--- src/core/octq_pkg.sv ---
package octq_pkg;

  localparam int CUR_W = 16;
  localparam int CNT_W = 8;

  // Current scale: 1 A is 0x0100 counts (8.8 fixed point)
  localparam logic [CUR_W-1:0] CUR_LIMIT_RST  = 16'h0800;
  localparam logic [CNT_W-1:0] DIVIDER_RST    = 8'h14;
  localparam logic [CNT_W-1:0] WINDOW_RST     = 8'h1e;
  localparam logic [CNT_W-1:0] THRESH_RST     = 8'h12;

  // Register offsets
  localparam logic [3:0] REG_CTRL      = 4'h0;
  localparam logic [3:0] REG_LIMIT     = 4'h1;
  localparam logic [3:0] REG_DIVIDER   = 4'h2;
  localparam logic [3:0] REG_WINDOW    = 4'h3;
  localparam logic [3:0] REG_THRESH    = 4'h4;
  localparam logic [3:0] REG_STATUS    = 4'h5;
  localparam logic [3:0] REG_IRQ_CLR   = 4'h6;
  localparam logic [3:0] REG_IRQ_EN    = 4'h7;

  // Control bits
  localparam int CTRL_TRIP_CLR = 0;
  localparam int CTRL_PWM_EN   = 1;

  // Status / interrupt bits
  localparam int ST_TRIP   = 0;
  localparam int ST_EXT    = 1;
  localparam int ST_QUAL   = 2;
  localparam int ST_W      = 3;
  // Sticky event bits sit in the status word from this bit upward
  localparam int ST_STICKY_LSB = 8;

  typedef struct packed {
    logic signed [CUR_W-1:0] shunt_u;
    logic signed [CUR_W-1:0] shunt_v;
    logic signed [CUR_W-1:0] sensor_u;
    logic signed [CUR_W-1:0] sensor_v;
  } octq_meas_t;

  typedef struct packed {
    logic [3:0]  addr;
    logic [31:0] wdata;
    logic        wr;
    logic        rd;
  } octq_bus_t;

endpackage

--- src/core/octq_top.sv ---
`timescale 1ns/1ps
module octq_top (
  input  wire logic               i_clk,
  input  wire logic               i_rst,
  input  wire octq_pkg::octq_bus_t i_bus,
  output logic [31:0]             o_rdata,
  input  wire octq_pkg::octq_meas_t i_meas,
  input  wire logic               i_external_shutdown_header_n,
  input  wire logic [5:0]         i_pwm,
  output logic [5:0]              o_pwm,
  output logic                    o_pwm_enable,
  output logic                    o_overcurrent_trip_flag,
  output logic                    o_irq
);
  import octq_pkg::*;

  typedef enum logic [2:0] {
    ST_IDLE = 3'b001,
    ST_RUN  = 3'b010,
    ST_TRIPPED = 3'b100
  } octq_state_t;

  ////////////////////////////////////////////////////////////////////////////
  // Magnitude compare helper, used for every measured phase
  function automatic logic over_limit(input logic signed [CUR_W-1:0] cur,
                                      input logic [CUR_W-1:0] lim);
    logic signed [CUR_W:0] pos;
    logic signed [CUR_W:0] neg;
    pos = $signed({1'b0, lim});
    neg = -pos;
    over_limit = ($signed({cur[CUR_W-1], cur}) >= pos) ||
                 ($signed({cur[CUR_W-1], cur}) <= neg);
  endfunction

  ////////////////////////////////////////////////////////////////////////////
  // External shutdown pin synchroniser
  // Reset to the idle level so no false shutdown event follows reset
  logic ext_s1_q;
  logic ext_s2_q;
  always_ff @(posedge i_clk) begin
    if (i_rst) begin
      ext_s1_q <= 1'b1;
      ext_s2_q <= 1'b1;
    end else begin
      ext_s1_q <= i_external_shutdown_header_n;
      ext_s2_q <= ext_s1_q;
    end
  end
  logic ext_active;
  assign ext_active = ~ext_s2_q;

  ////////////////////////////////////////////////////////////////////////////
  // Register access helpers
  function automatic logic wr_hit(input octq_bus_t bus, input logic [3:0] idx);
    wr_hit = bus.wr && (bus.addr == idx);
  endfunction

  function automatic logic rd_hit(input octq_bus_t bus, input logic [3:0] idx);
    rd_hit = bus.rd && (bus.addr == idx);
  endfunction

  ////////////////////////////////////////////////////////////////////////////
  // Settings and control
  logic [CUR_W-1:0] limit_q, limit_d;
  logic [CNT_W-1:0] div_q, div_d;
  logic [CNT_W-1:0] win_q, win_d;
  logic [CNT_W-1:0] thr_q, thr_d;
  logic             pwm_en_q, pwm_en_d;
  logic             clr_req;
  logic             trip_flag;
  logic             raw_cmp;
  logic             qualified;

  always_comb begin
    limit_d  = limit_q;
    div_d    = div_q;
    win_d    = win_q;
    thr_d    = thr_q;
    pwm_en_d = pwm_en_q;
    clr_req  = 1'b0;
    // Trip clear is a strobe, not a stored bit, so it always reads back as 0
    if (wr_hit(i_bus, REG_CTRL)) begin
      clr_req  = i_bus.wdata[CTRL_TRIP_CLR];
      pwm_en_d = i_bus.wdata[CTRL_PWM_EN];
    end
    if (wr_hit(i_bus, REG_LIMIT)) begin
      limit_d = i_bus.wdata[CUR_W-1:0];
    end
    if (wr_hit(i_bus, REG_DIVIDER)) begin
      div_d = i_bus.wdata[CNT_W-1:0];
    end
    if (wr_hit(i_bus, REG_WINDOW)) begin
      win_d = i_bus.wdata[CNT_W-1:0];
    end
    if (wr_hit(i_bus, REG_THRESH)) begin
      thr_d = i_bus.wdata[CNT_W-1:0];
    end
  end

  always_ff @(posedge i_clk) begin
    if (i_rst) begin
      limit_q  <= CUR_LIMIT_RST;
      div_q    <= DIVIDER_RST;
      win_q    <= WINDOW_RST;
      thr_q    <= THRESH_RST;
      pwm_en_q <= 1'b0;
    end else begin
      limit_q  <= limit_d;
      div_q    <= div_d;
      win_q    <= win_d;
      thr_q    <= thr_d;
      pwm_en_q <= pwm_en_d;
    end
  end

  ////////////////////////////////////////////////////////////////////////////
  // Sticky event status and interrupt enable
  logic [ST_W-1:0]  irq_st_q, irq_st_d;
  logic [ST_W-1:0]  irq_en_q, irq_en_d;

  always_comb begin
    irq_st_d = irq_st_q;
    irq_en_d = irq_en_q;
    if (wr_hit(i_bus, REG_IRQ_EN)) begin
      irq_en_d = i_bus.wdata[ST_W-1:0];
    end
    if (wr_hit(i_bus, REG_IRQ_CLR)) begin
      irq_st_d = irq_st_q & ~i_bus.wdata[ST_W-1:0];
    end
    // Events set after the clear so a same-cycle event is never lost
    irq_st_d[ST_TRIP] = irq_st_d[ST_TRIP] | (qualified & ~trip_flag);
    irq_st_d[ST_EXT]  = irq_st_d[ST_EXT] | ext_active;
    irq_st_d[ST_QUAL] = irq_st_d[ST_QUAL] | qualified;
  end

  always_ff @(posedge i_clk) begin
    if (i_rst) begin
      irq_st_q <= '0;
      irq_en_q <= '0;
    end else begin
      irq_st_q <= irq_st_d;
      irq_en_q <= irq_en_d;
    end
  end

  ////////////////////////////////////////////////////////////////////////////
  // Read data: registered, and zero in every cycle that does not follow a read
  logic [31:0]      rdata_q, rdata_d;

  always_comb begin
    rdata_d = 32'h0000_0000;
    if (rd_hit(i_bus, REG_CTRL)) begin
      rdata_d[CTRL_PWM_EN] = pwm_en_q;
    end
    if (rd_hit(i_bus, REG_LIMIT)) begin
      rdata_d[CUR_W-1:0] = limit_q;
    end
    if (rd_hit(i_bus, REG_DIVIDER)) begin
      rdata_d[CNT_W-1:0] = div_q;
    end
    if (rd_hit(i_bus, REG_WINDOW)) begin
      rdata_d[CNT_W-1:0] = win_q;
    end
    if (rd_hit(i_bus, REG_THRESH)) begin
      rdata_d[CNT_W-1:0] = thr_q;
    end
    if (rd_hit(i_bus, REG_STATUS)) begin
      rdata_d[ST_TRIP] = trip_flag;
      rdata_d[ST_EXT]  = ext_active;
      rdata_d[ST_QUAL] = raw_cmp;
      rdata_d[ST_STICKY_LSB+ST_W-1:ST_STICKY_LSB] = irq_st_q;
    end
    if (rd_hit(i_bus, REG_IRQ_EN)) begin
      rdata_d[ST_W-1:0] = irq_en_q;
    end
  end

  always_ff @(posedge i_clk) begin
    if (i_rst) begin
      rdata_q <= 32'h0000_0000;
    end else begin
      rdata_q <= rdata_d;
    end
  end

  ////////////////////////////////////////////////////////////////////////////
  // Comparator stage: one limit for shunt and sensor paths, both polarities
  // Registered once to cut the path from the measurement inputs; costs one cycle
  logic raw_q, raw_d;
  always_comb begin
    raw_d = over_limit(i_meas.shunt_u, limit_q) |
            over_limit(i_meas.shunt_v, limit_q) |
            over_limit(i_meas.sensor_u, limit_q) |
            over_limit(i_meas.sensor_v, limit_q);
  end
  assign raw_cmp = raw_q;

  ////////////////////////////////////////////////////////////////////////////
  // Qualifier: divided sample strobe, windowed active count
  // A window holds win_q+1 samples; a setting of 0 gives one-sample windows
  logic [CNT_W-1:0] pre_q, pre_d;
  logic [CNT_W-1:0] wpos_q, wpos_d;
  logic [CNT_W-1:0] hits_q, hits_d;
  logic             qual_q, qual_d;
  logic             sample;

  always_comb begin
    pre_d  = pre_q;
    wpos_d = wpos_q;
    hits_d = hits_q;
    qual_d = 1'b0;
    sample = 1'b0;
    if (pre_q >= div_q) begin
      pre_d  = '0;
      sample = 1'b1;
    end else begin
      pre_d = pre_q + 8'h01;
    end
    if (sample) begin
      if (wpos_q >= win_q) begin
        wpos_d = '0;
        hits_d = {7'h00, raw_q};
      end else begin
        wpos_d = wpos_q + 8'h01;
        // Saturate so a long window cannot wrap the count
        if (raw_q && hits_q != 8'hff) begin
          hits_d = hits_q + 8'h01;
        end
      end
      // Zero threshold would trip on any sample; treat it as one
      qual_d = raw_q && (hits_d >= ((thr_q == 8'h00) ? 8'h01 : thr_q));
    end
  end

  always_ff @(posedge i_clk) begin
    if (i_rst) begin
      raw_q  <= 1'b0;
      pre_q  <= '0;
      wpos_q <= '0;
      hits_q <= '0;
      qual_q <= 1'b0;
    end else begin
      raw_q  <= raw_d;
      pre_q  <= pre_d;
      wpos_q <= wpos_d;
      hits_q <= hits_d;
      qual_q <= qual_d;
    end
  end
  assign qualified = qual_q;

  ////////////////////////////////////////////////////////////////////////////
  // Trip latch
  octq_state_t state_q, state_d;
  always_comb begin
    state_d = state_q;
    unique case (state_q)
      ST_IDLE:    if (pwm_en_q) state_d = ST_RUN;
      ST_RUN: begin
        if (qualified) state_d = ST_TRIPPED;
        else if (!pwm_en_q) state_d = ST_IDLE;
      end
      ST_TRIPPED: begin
        // A clear in the cycle of a qualified pulse is refused: the trip wins
        // Hold off regardless of current level until software clears
        if (clr_req && !qualified) state_d = pwm_en_q ? ST_RUN : ST_IDLE;
      end
    endcase
  end

  always_ff @(posedge i_clk) begin
    if (i_rst) begin
      state_q <= ST_IDLE;
    end else begin
      state_q <= state_d;
    end
  end
  assign trip_flag = (state_q == ST_TRIPPED);

  ////////////////////////////////////////////////////////////////////////////
  // PWM gating; external shutdown bypasses the qualifier entirely
  // Gate and data share one edge so the enable never leads the PWM lines
  logic [5:0] pwm_q, pwm_d;
  logic       gate_q, gate_d;
  always_comb begin
    gate_d = (state_q == ST_RUN) && !qualified && !ext_active;
    pwm_d  = gate_d ? i_pwm : 6'h00;
  end
  always_ff @(posedge i_clk) begin
    if (i_rst) begin
      pwm_q  <= 6'h00;
      gate_q <= 1'b0;
    end else begin
      pwm_q  <= pwm_d;
      gate_q <= gate_d;
    end
  end

  assign o_pwm                   = pwm_q;
  assign o_pwm_enable            = gate_q;
  assign o_overcurrent_trip_flag = trip_flag;
  assign o_rdata                 = rdata_q;
  assign o_irq                   = |(irq_st_q & irq_en_q);

endmodule // octq_top

--- config.mk ---
export PLATFORM = sky130hd
export DESIGN_NAME = octq_top
export DESIGN_NICKNAME = d
export VERILOG_FILES = /design/src/core/octq_pkg.sv /design/src/core/octq_top.sv
export SDC_FILE = /design/constraint.sdc
export NUM_CORES = 1
export LEC_CHECK = 0
export BUFFER_PORTS_ARGS = -buffer_cell sky130_fd_sc_hd__buf_2
export CAP_MARGIN = 20
export CORE_MARGIN = 1.5
export CORE_UTILIZATION = 50
export CTS_BUF_LIST = sky130_fd_sc_hd__clkbuf_16
export CTS_CLUSTER_DIAMETER = 100
export DETAILED_ROUTE_END_ITERATION = 10
export PLACE_DENSITY = 0.74
export SLEW_MARGIN = 30
export SYNTH_ARGS = -nofsm -noshare
export SYNTH_HDL_FRONTEND = slang
export SYNTH_SLANG_ARGS = --single-unit
--- constraint.sdc ---
create_clock -name i_clk -period 4.2 [get_ports i_clk]
set_input_delay 0 -clock i_clk [delete_from_list [all_inputs] [get_ports i_clk]]
set_output_delay 0 -clock i_clk [all_outputs]
set_load 0.01 [all_outputs]
# After elaboration in Yosys (flattened, before gate mapping)
# Cells that the tools add are included.
[totals]
register_bits = 117
wordCells = 118
output_inout_bits = 41
[classes]
bitwise_logic = 15
n_reduce_logical = 32
n_eq_ne = 14
muxes = 22
n_lt_le_gt_ge = 11
n_addsub = 4
[ops]
columns = ["op", "count"]
rows = [
  ["$ge 16x17->1", 4],
  ["$le 16x17->1", 4],
  ["$mux 8", 8],
  ["$add 8x1->8 const B", 3],
  ["$ge 8x8->1", 3],
  ["$mux 3", 8],
  ["$logic_and 1x1->1", 19],
  ["$neg 16->17", 1],
  ["$eq 4x3->1 const B", 4],
  ["$mux 11", 1],
  ["$pmux 3 s3", 1],
  ["$eq 4x2->1 const B", 2],
  ["$logic_not 8->1", 1],
  ["$ne 8x8->1 const B", 1],
  ["$reduce_or 2->1", 4],
  ["$and 3x3->3", 2],
  ["$or 1x1->1", 6],
  ["$not 1->1", 5],
  ["$eq 4x1->1 const B", 1],
  ["$logic_not 4->1", 1],
  ["$logic_or 1x1->1", 4],
  ["$eq 3x1->1 const B", 1],
  ["$eq 3x2->1 const B", 1],
  ["$eq 3x3->1 const B", 1],
  ["other kinds (10)", 12],
]

# Logic depth before layout (Yosys ltp)
# Gate-level depths: netlist (run 1).
[logic_depth]
depth_word = 9
depth_mapped = 18
depth_no_buf = 18

# Worst setup path before layout (run 1)
# No wires, ideal clock.
[synth_path]
path_type = "register to register"
from = "register limit_q[1]"
to = "register raw_q, in the netlist raw_cmp"
t_arrival_ps = 3575
synth_period_minus_slack_ps = 3650
slack_ps = 550
required_ps = 4126
setup_time_ps = 74
stages_incl_launch_ff = 16
cell_sequence = "dfxtp_1 -> inv_1 -> ha_1 -> or4b_4 -> nor3_4 -> nand3_1 -> nor3_1 -> xnor2_1 -> ha_1 -> a21o_1 -> a211o_1 -> a311o_1 -> a31oi_1 -> a21bo_2 -> o2bb2ai_1 -> a31oi_1"
[synth_between]
elab_chain_cells = 6
word_cells_on_any_way = 16
classes_between = "add/sub: 1; order compare: 8; bitwise: 3; reduce/logical: 4"
[synth_rtl]
columns = ["item", "line", "text"]
rows = [
  ["start, declared", "octq_top.sv:64", "logic [CUR_W-1:0] limit_q, limit_d;"],
  ["start signal, assigned", "octq_top.sv:108", "limit_q <= limit_d;"],
  ["$neg 16->17", "octq_top.sv:30", "neg = -pos;"],
  ["$le 16x17->1", "octq_top.sv:32", "($signed({cur[CUR_W-1], cur}) <= neg);"],
  ["$logic_or 1x1->1", "octq_top.sv:31", "over_limit = ($signed({cur[CUR_W-1], cur}) >= pos) ||"],
  ["$or 1x1->1", "octq_top.sv:191", "raw_d = over_limit(i_meas.shunt_u, limit_q) |"],
  ["$or 1x1->1", "octq_top.sv:192", "over_limit(i_meas.shunt_v, limit_q) |"],
  ["$or 1x1->1 *", "octq_top.sv:193", "over_limit(i_meas.sensor_u, limit_q) |"],
  ["end signal, assigned", "octq_top.sv:243", "raw_q <= raw_d;"],
  ["end, declared", "octq_top.sv:189", "logic raw_q, raw_d;"],
]
# Every way passes the cells marked *; elsewhere a longest branch is shown, timed or not.
# A chain may end at the register's enable or synchronous reset.

# Worst setup path after layout (run 1)
# Same ends and word-level chain as after synthesis.

==> results.cfg, run 1 <==
[run_status]
status = finished, final reports clean

[synth]
syn-cell-area_sq_um = 8040
ys_types = 66
ys_async_sr_fraction_pct = 0
ys_warn_count = 0
netlist_top_cells_area = dfxtp_1, ha_1, a21oi_1
synthFlopType = dfxtp_1
avgSynthCellArea_sq_um = 8.30
synth_edf_count = 0
synth_top_area_share_pct = 25.1
yosys.area.top_type = dfxtp_1
syn_inst = 969
ys_seq_elements = 101
synth-seq-area-share_pct = 25.1

[power_and_ir_drop]
p_per_area_nw_per_um2 = 240
p_leak_nw = 4.30
max-vdd-ir-drop_mv = 0.201

[global_routing]
grt_pass1_vias = 6980
antenna_found_initial = 0
grt_start_max_net_pins = 58
grt-ovfl-total = 0
grt_pass1_wl_um = 35400
grt.total_usage_pct = 26.8

[job]
maxCapViolCount = 0

[die]
io-pin-count = 152
die_area_sq_um = 16900
die_w_um = 130
rows = 46
start_util_pct = 51.0
core_area_sq_um = 15800
die_h_um = 130

[routing]
antenna_left = 0
post_drt_wl_per_cell_um = 16.9
drtIter0Drc = 563
route.detailed.drc = 0
routed_wl_um = 22200
vias = 7504
routed_via_density = 5.68
firstDrtPassIters = 6

[sta]
fin_hold_ws_ns = 0.0691
relSlewSlack_pct = 46.3
fmax_mhz = 260
setup_viol = 0
hold_violations = 0
fin_skew_ns = 0.00706
grt_setup_unrepaired = no
layout_min_cycle_time_ns = 3.85
drv_slew = 0
fin_crit_sh_pct = 91.7
tightest_slew_ns = 0.800
fin_setup_tns_ns = 0

[clock_network]
cts_root_buffer = clkbuf_16
clk_pin_slew_ns = 0.07
clock_latency_ns = 0.34
cts_buffers = 9
postCtsSetupRepairBufs = 0
clockBufferDepth = 2
htreeDepth = 3
cts_tree = done
clock_sinks = 101

[placement]
finalWeightedCongestion = 0.960
place_area_sq_um = 8770
portBuffers = 119
dp_hpwl_um = 17700

[final_layout]
diodes = 0
layout_commonest_cell = ha_1
area_growth_pct = 15.4
fin_nets = 1362
stdcell_area_sq_um = 9280
final_cell_mix = ha_1, buf_2, dfxtp_1
final_core_util_pct = 58.9
layout-drive-gt1-share_pct = 14.1

[worst_setup_path]
cp-end-kind = flip-flop
slowest_stage = or4b_4
cp_cell_sequence = inv_2, ha_1, or4b_4, nor3_4, nand3_1, nor3_2, xnor2_2, ha_1, a21o_1, a211o_1, a311o_1, a31oi_1, a21bo_2, o2bb2ai_1, a31oi_1
r2r-end = raw_cmp
arrival_ns = 4.12
path_max_fanout = 5
required_ns = 4.47
startpoint = limit_q[1]
crit_cells = 15
r2r_cells = 15
worstSetupStartpointType = flip-flop
criticalPathCategory = reg -> reg
cp-endpoint = raw_cmp
cp_num_buf_inv = 1
cpLargestDelayFamily = compound AO/OA/AOI/OAI gates
ff2ff_setup_slack_ns = 0.35
slowest_delay_ns = 0.53
r2r_start = limit_q[1]

[worst_hold_path]
hp-class = in -> reg
-- timing repair --
| action | 4_1_cts | 5_1_grt |
|---|---|---|
| hold buffers | 23 | 0 |
| resized for setup | 0 | 3 |
| setup endpoints to repair | 0 | 1 |
| hold endpoints to repair | 34 | 0 |
-- stage by stage --
step / total power, W / instances / setup slack (ns)
2_1_floorplan: 0.00132 / 984 / 0.550
3_3_place_gp: 0.00146 / 1281 / 0.233
3_5_place_dp: 0.00147 / 1281 / 0.147
4_1_cts: 0.00223 / 1320 / 0.143
5_1_grt: 0.00234 / 1320 / 0.0160
6_report: 0.00223 / 1320 / 0.348
-- registers in the layout, summed over array words and instances (netlist names), 3 cells and up --
name and count:
win_q 8, state_q 3, div_q 8, wpos_q 8, irq_en_q 3, limit_q 16, o_rdata 16, pre_q 8
hits_q 8, o_pwm 6, thr_q 8, irq_st_q 3
-- cells by family (layout without fill, tap and decap cells) --
| logic type | count (synthesis) | in the layout | share of synthesized area, % |
|---|---|---|---|
| buffers and inverters | 108 | 228 | 5.83 |
| adder cells (fa/ha/maj) | 155 | 155 | 24.1 |
| AND/OR/NAND/NOR | 318 | 318 | 19.4 |
| multiplexers | 22 | 22 | 2.75 |
| other | 1 | 16 | 0.0466 |
| XOR/XNOR | 36 | 36 | 4.01 |
| flip-flops | 101 | 101 | 25.1 |
| AO/OA/AOI/OAI | 228 | 228 | 18.7 |
-- cell usage after synthesis (4+ instances only) --
master / n
ha_1: 152
dfxtp_1: 101
nand2_1: 97
nor2_1: 85
a21oi_1: 77
inv_1: 67
o21ai_0: 29
nand4_1: 26
a21o_1: 25
clkbuf_1: 24
xnor2_1: 22
mux2i_1: 21
nand3_1: 18
buf_4: 17
and2_1: 15
nor3_1: 15
a22oi_1: 13
xor2_1: 13
a211o_1: 11
a31oi_1: 11
nor4_1: 10
nor2b_1: 9
nand2b_1: 8
a22o_1: 7
and3_1: 7
o211ai_1: 7
a211oi_1: 6
and4_1: 6
o21a_1: 4
o31ai_1: 4
or2_2: 4
-- area by class of cell --
cell class | count | area (sq um)
clock buffer | 9 | 225
clock inverter | 7 | 35.0
fill | 1466 | 6490
inverter | 67 | 251
multi-input combinational | 775 | 5630
sequential | 101 | 2020
tap | 216 | 270
timing repair buffer | 145 | 848
-- worst register-to-register path, delay by kind of cell (launching register included) --
| kind | cells | cell delay [ns] |
|---|---|---|
| AND/OR/NAND/NOR | 4 | 1.16 |
| flip-flops | 1 | 0.35 |
| AO/OA/AOI/OAI | 7 | 1.44 |
| XOR/XNOR | 1 | 0.18 |
| buffers and inverters | 1 | 0.13 |
| adder cells (fa/ha/maj) | 2 | 0.51 |
-- power by group --
part	internal, W	switching (W)	total, W
Sequential	0.000972	0.0000144	0.000987
Combinational	0.000213	0.000277	0.000490
Clock	0.000393	0.000356	0.000748
Total	0.00158	0.000648	0.00223
-- how the worst min path moves through the flow --
stage                                 start           to  slack, ns  cells past startpoint
2_1_floorplan  i_external_shutdown_header_n     ext_s1_q       0.10                      1
3_3_place_gp   i_external_shutdown_header_n     ext_s1_q       0.19                      2
3_5_place_dp   i_external_shutdown_header_n     ext_s1_q       0.19                      2
4_1_cts                               i_rst   o_rdata[8]       0.06                      2
5_1_grt                               i_rst  irq_st_q[0]       0.08                      2
6_report                              i_rst   o_rdata[8]       0.07                      2
-- layer usage --
layer	track usage, %	vias up	part of all wire [%]
li1	-	3752	-
met2	42.8	277	44
met3	4.92	42	6.9
met5	0	-	0
met1	36.3	3433	46
met4	9.22	0	2.5
(Power assumes the default switching activity.)
==> run 2: changes to the inputs <==
- CORE_ASPECT_RATIO: default -> 1.5
==> results.cfg, run 2 (synthesized netlist as in run 1, its figures left out) <==
[sta]
fmax_mhz = 249
setup_viol = 0
layout_min_cycle_time_ns = 4.02
fin_crit_sh_pct = 95.7
final.setup.worst_slack_ns = 0.179
relSlewSlack_pct = 41.1
fin_skew_ns = 0.00889
hold_violations = 0
tightest_slew_ns = 0.881
fin_setup_tns_ns = 0
drv_slew = 0

[die]
die_w_um = 107
core_area_sq_um = 15700
die_h_um = 158
io-pin-count = 152
die_area_sq_um = 16900
rows = 56
start_util_pct = 51.2

[routing]
wl_met1_um = 8690
top_layer = met4
post_drt_wl_per_cell_um = 18.3
routed_wl_um = 24000
firstDrtPassIters = 5
route.detailed.drc = 0
vias = 7720
antenna_left = 0
routed_via_density = 5.88
dr_wl_met2_um = 12500
drtIter0Drc = 494
wl_met3_um = 1080

[clock_network]
cts_tree = done
clockBufferDepth = 2
postCtsSetupRepairBufs = 0
clock_sinks = 101
cts_buffers = 9
cts_root_buffer = clkbuf_16
clock_latency_ns = 0.35
htreeDepth = 3
clk_pin_slew_ns = 0.08

[worst_setup_path]
path_max_fanout = 5
cp_cell_sequence = inv_1, ha_1, or4b_4, nor3_4, nand3_1, nor3_2, xnor2_2, ha_1, a21o_1, a211o_1, a311o_1, a31oi_1, a21bo_2, o2bb2ai_1, a31oi_1
ff2ff_setup_slack_ns = 0.18
required_ns = 4.48
cp_num_buf_inv = 1
criticalPathCategory = reg -> reg
r2r_cells = 15
r2r-end = raw_cmp
arrival_ns = 4.30
cp-end-kind = flip-flop
r2r_start = limit_q[1]
slowest_stage = or4b_4
slowest_delay_ns = 0.52
cpLargestDelayFamily = compound AO/OA/AOI/OAI gates
worstSetupStartpointType = flip-flop

[global_routing]
grt_pass1_vias = 7579
grt_start_max_net_pins = 59
grt-ovfl-total = 0
grt_pass1_wl_um = 37200
antenna_found_initial = 0
grt.total_usage_pct = 28.5

[final_layout]
final_core_util_pct = 59.4
layout-drive-gt1-share_pct = 14.7
fin_nets = 1367
layout_commonest_cell = ha_1
fillerInstances = 1457
final_cell_mix = ha_1, buf_2, dfxtp_1
area_growth_pct = 15.9
final_cells = 1312
diodes = 0

[placement]
portBuffers = 119
finalWeightedCongestion = 0.982
dp_hpwl_um = 19300
place_ws_ns = 0.0949
place_inst = 1274

[worst_hold_path]
min-delay-start = i_bus[2]
hp-class = in -> reg
hold_path_depth = 3
min_to = limit_q[0]

[run_status]
status = finished, final reports clean

[power_and_ir_drop]
p_leak_nw = 4.33
max-vdd-ir-drop_mv = 0.295
p_per_area_nw_per_um2 = 247

[job]
maxCapViolCount = 0
run 2: area by class of cell:
type	count	area, sq um	area share (%)
multi-input cells	775	5620	60.3
flip-flops and latches	101	2020	21.7
repair buffers	150	883	9.48
well taps	203	254	2.73
inverters	67	251	2.70
clock buffers	9	225	2.42
clock inverters	7	61.3	0.658
run 2: layer usage:
layer / up-vias / track usage, %
met3: 97 / 2.58
met4: 0 / 20.9
met2: 277 / 53.5
li1: 3756 / -
met1: 3590 / 29.3
met5: - / 0
run 2: worst max-delay path by stage:
stage / start / to / cells after the start
floorplan: limit_q[1] / raw_cmp / 15
global route: limit_q[1] / raw_cmp / 15
global placement: limit_q[1] / raw_cmp / 15
finish: limit_q[1] / raw_cmp / 15
detailed placement: limit_q[1] / raw_cmp / 15
CTS: limit_q[1] / raw_cmp / 15
run 2: worst register-to-register path, delay by kind of cell (launching register included):
kind            cells  cell delay, ns
compound gates      7            1.44
xor+xnor            1            0.20
fa+ha+maj           2            0.54
buf+inv             1            0.19
flops               1            0.35
simple gates        4            1.23
run 2: per-stage QoR:
| stage | instance area (sq um) | hold WS, ns | total power (W) |
|---|---|---|---|
| after floorplan | 8100 | 0.104 | 0.00132 |
| after global placement | 8800 | 0.183 | 0.00147 |
| after detailed placement | 8800 | 0.200 | 0.00148 |
| after CTS | 9310 | 0.0156 | 0.00230 |
| after global routing | 9320 | 0.0392 | 0.00241 |
| final | 9320 | 0.0229 | 0.00230 |
run 2: repair_timing:
item | in CTS | in global routing
hold buffers | 22 | 0
setup endpoints to repair | 0 | 1
hold endpoints to repair | 40 | 0
resized for setup | 0 | 2
run 2: power breakdown:
part | internal, W | switching, W | total (W) | leakage, nW
sequential | 0.000972 | 0.0000145 | 0.000986 | 0.817
combinational | 0.000217 | 0.000285 | 0.000502 | 3.38
clock | 0.000415 | 0.000399 | 0.000814 | 0.135
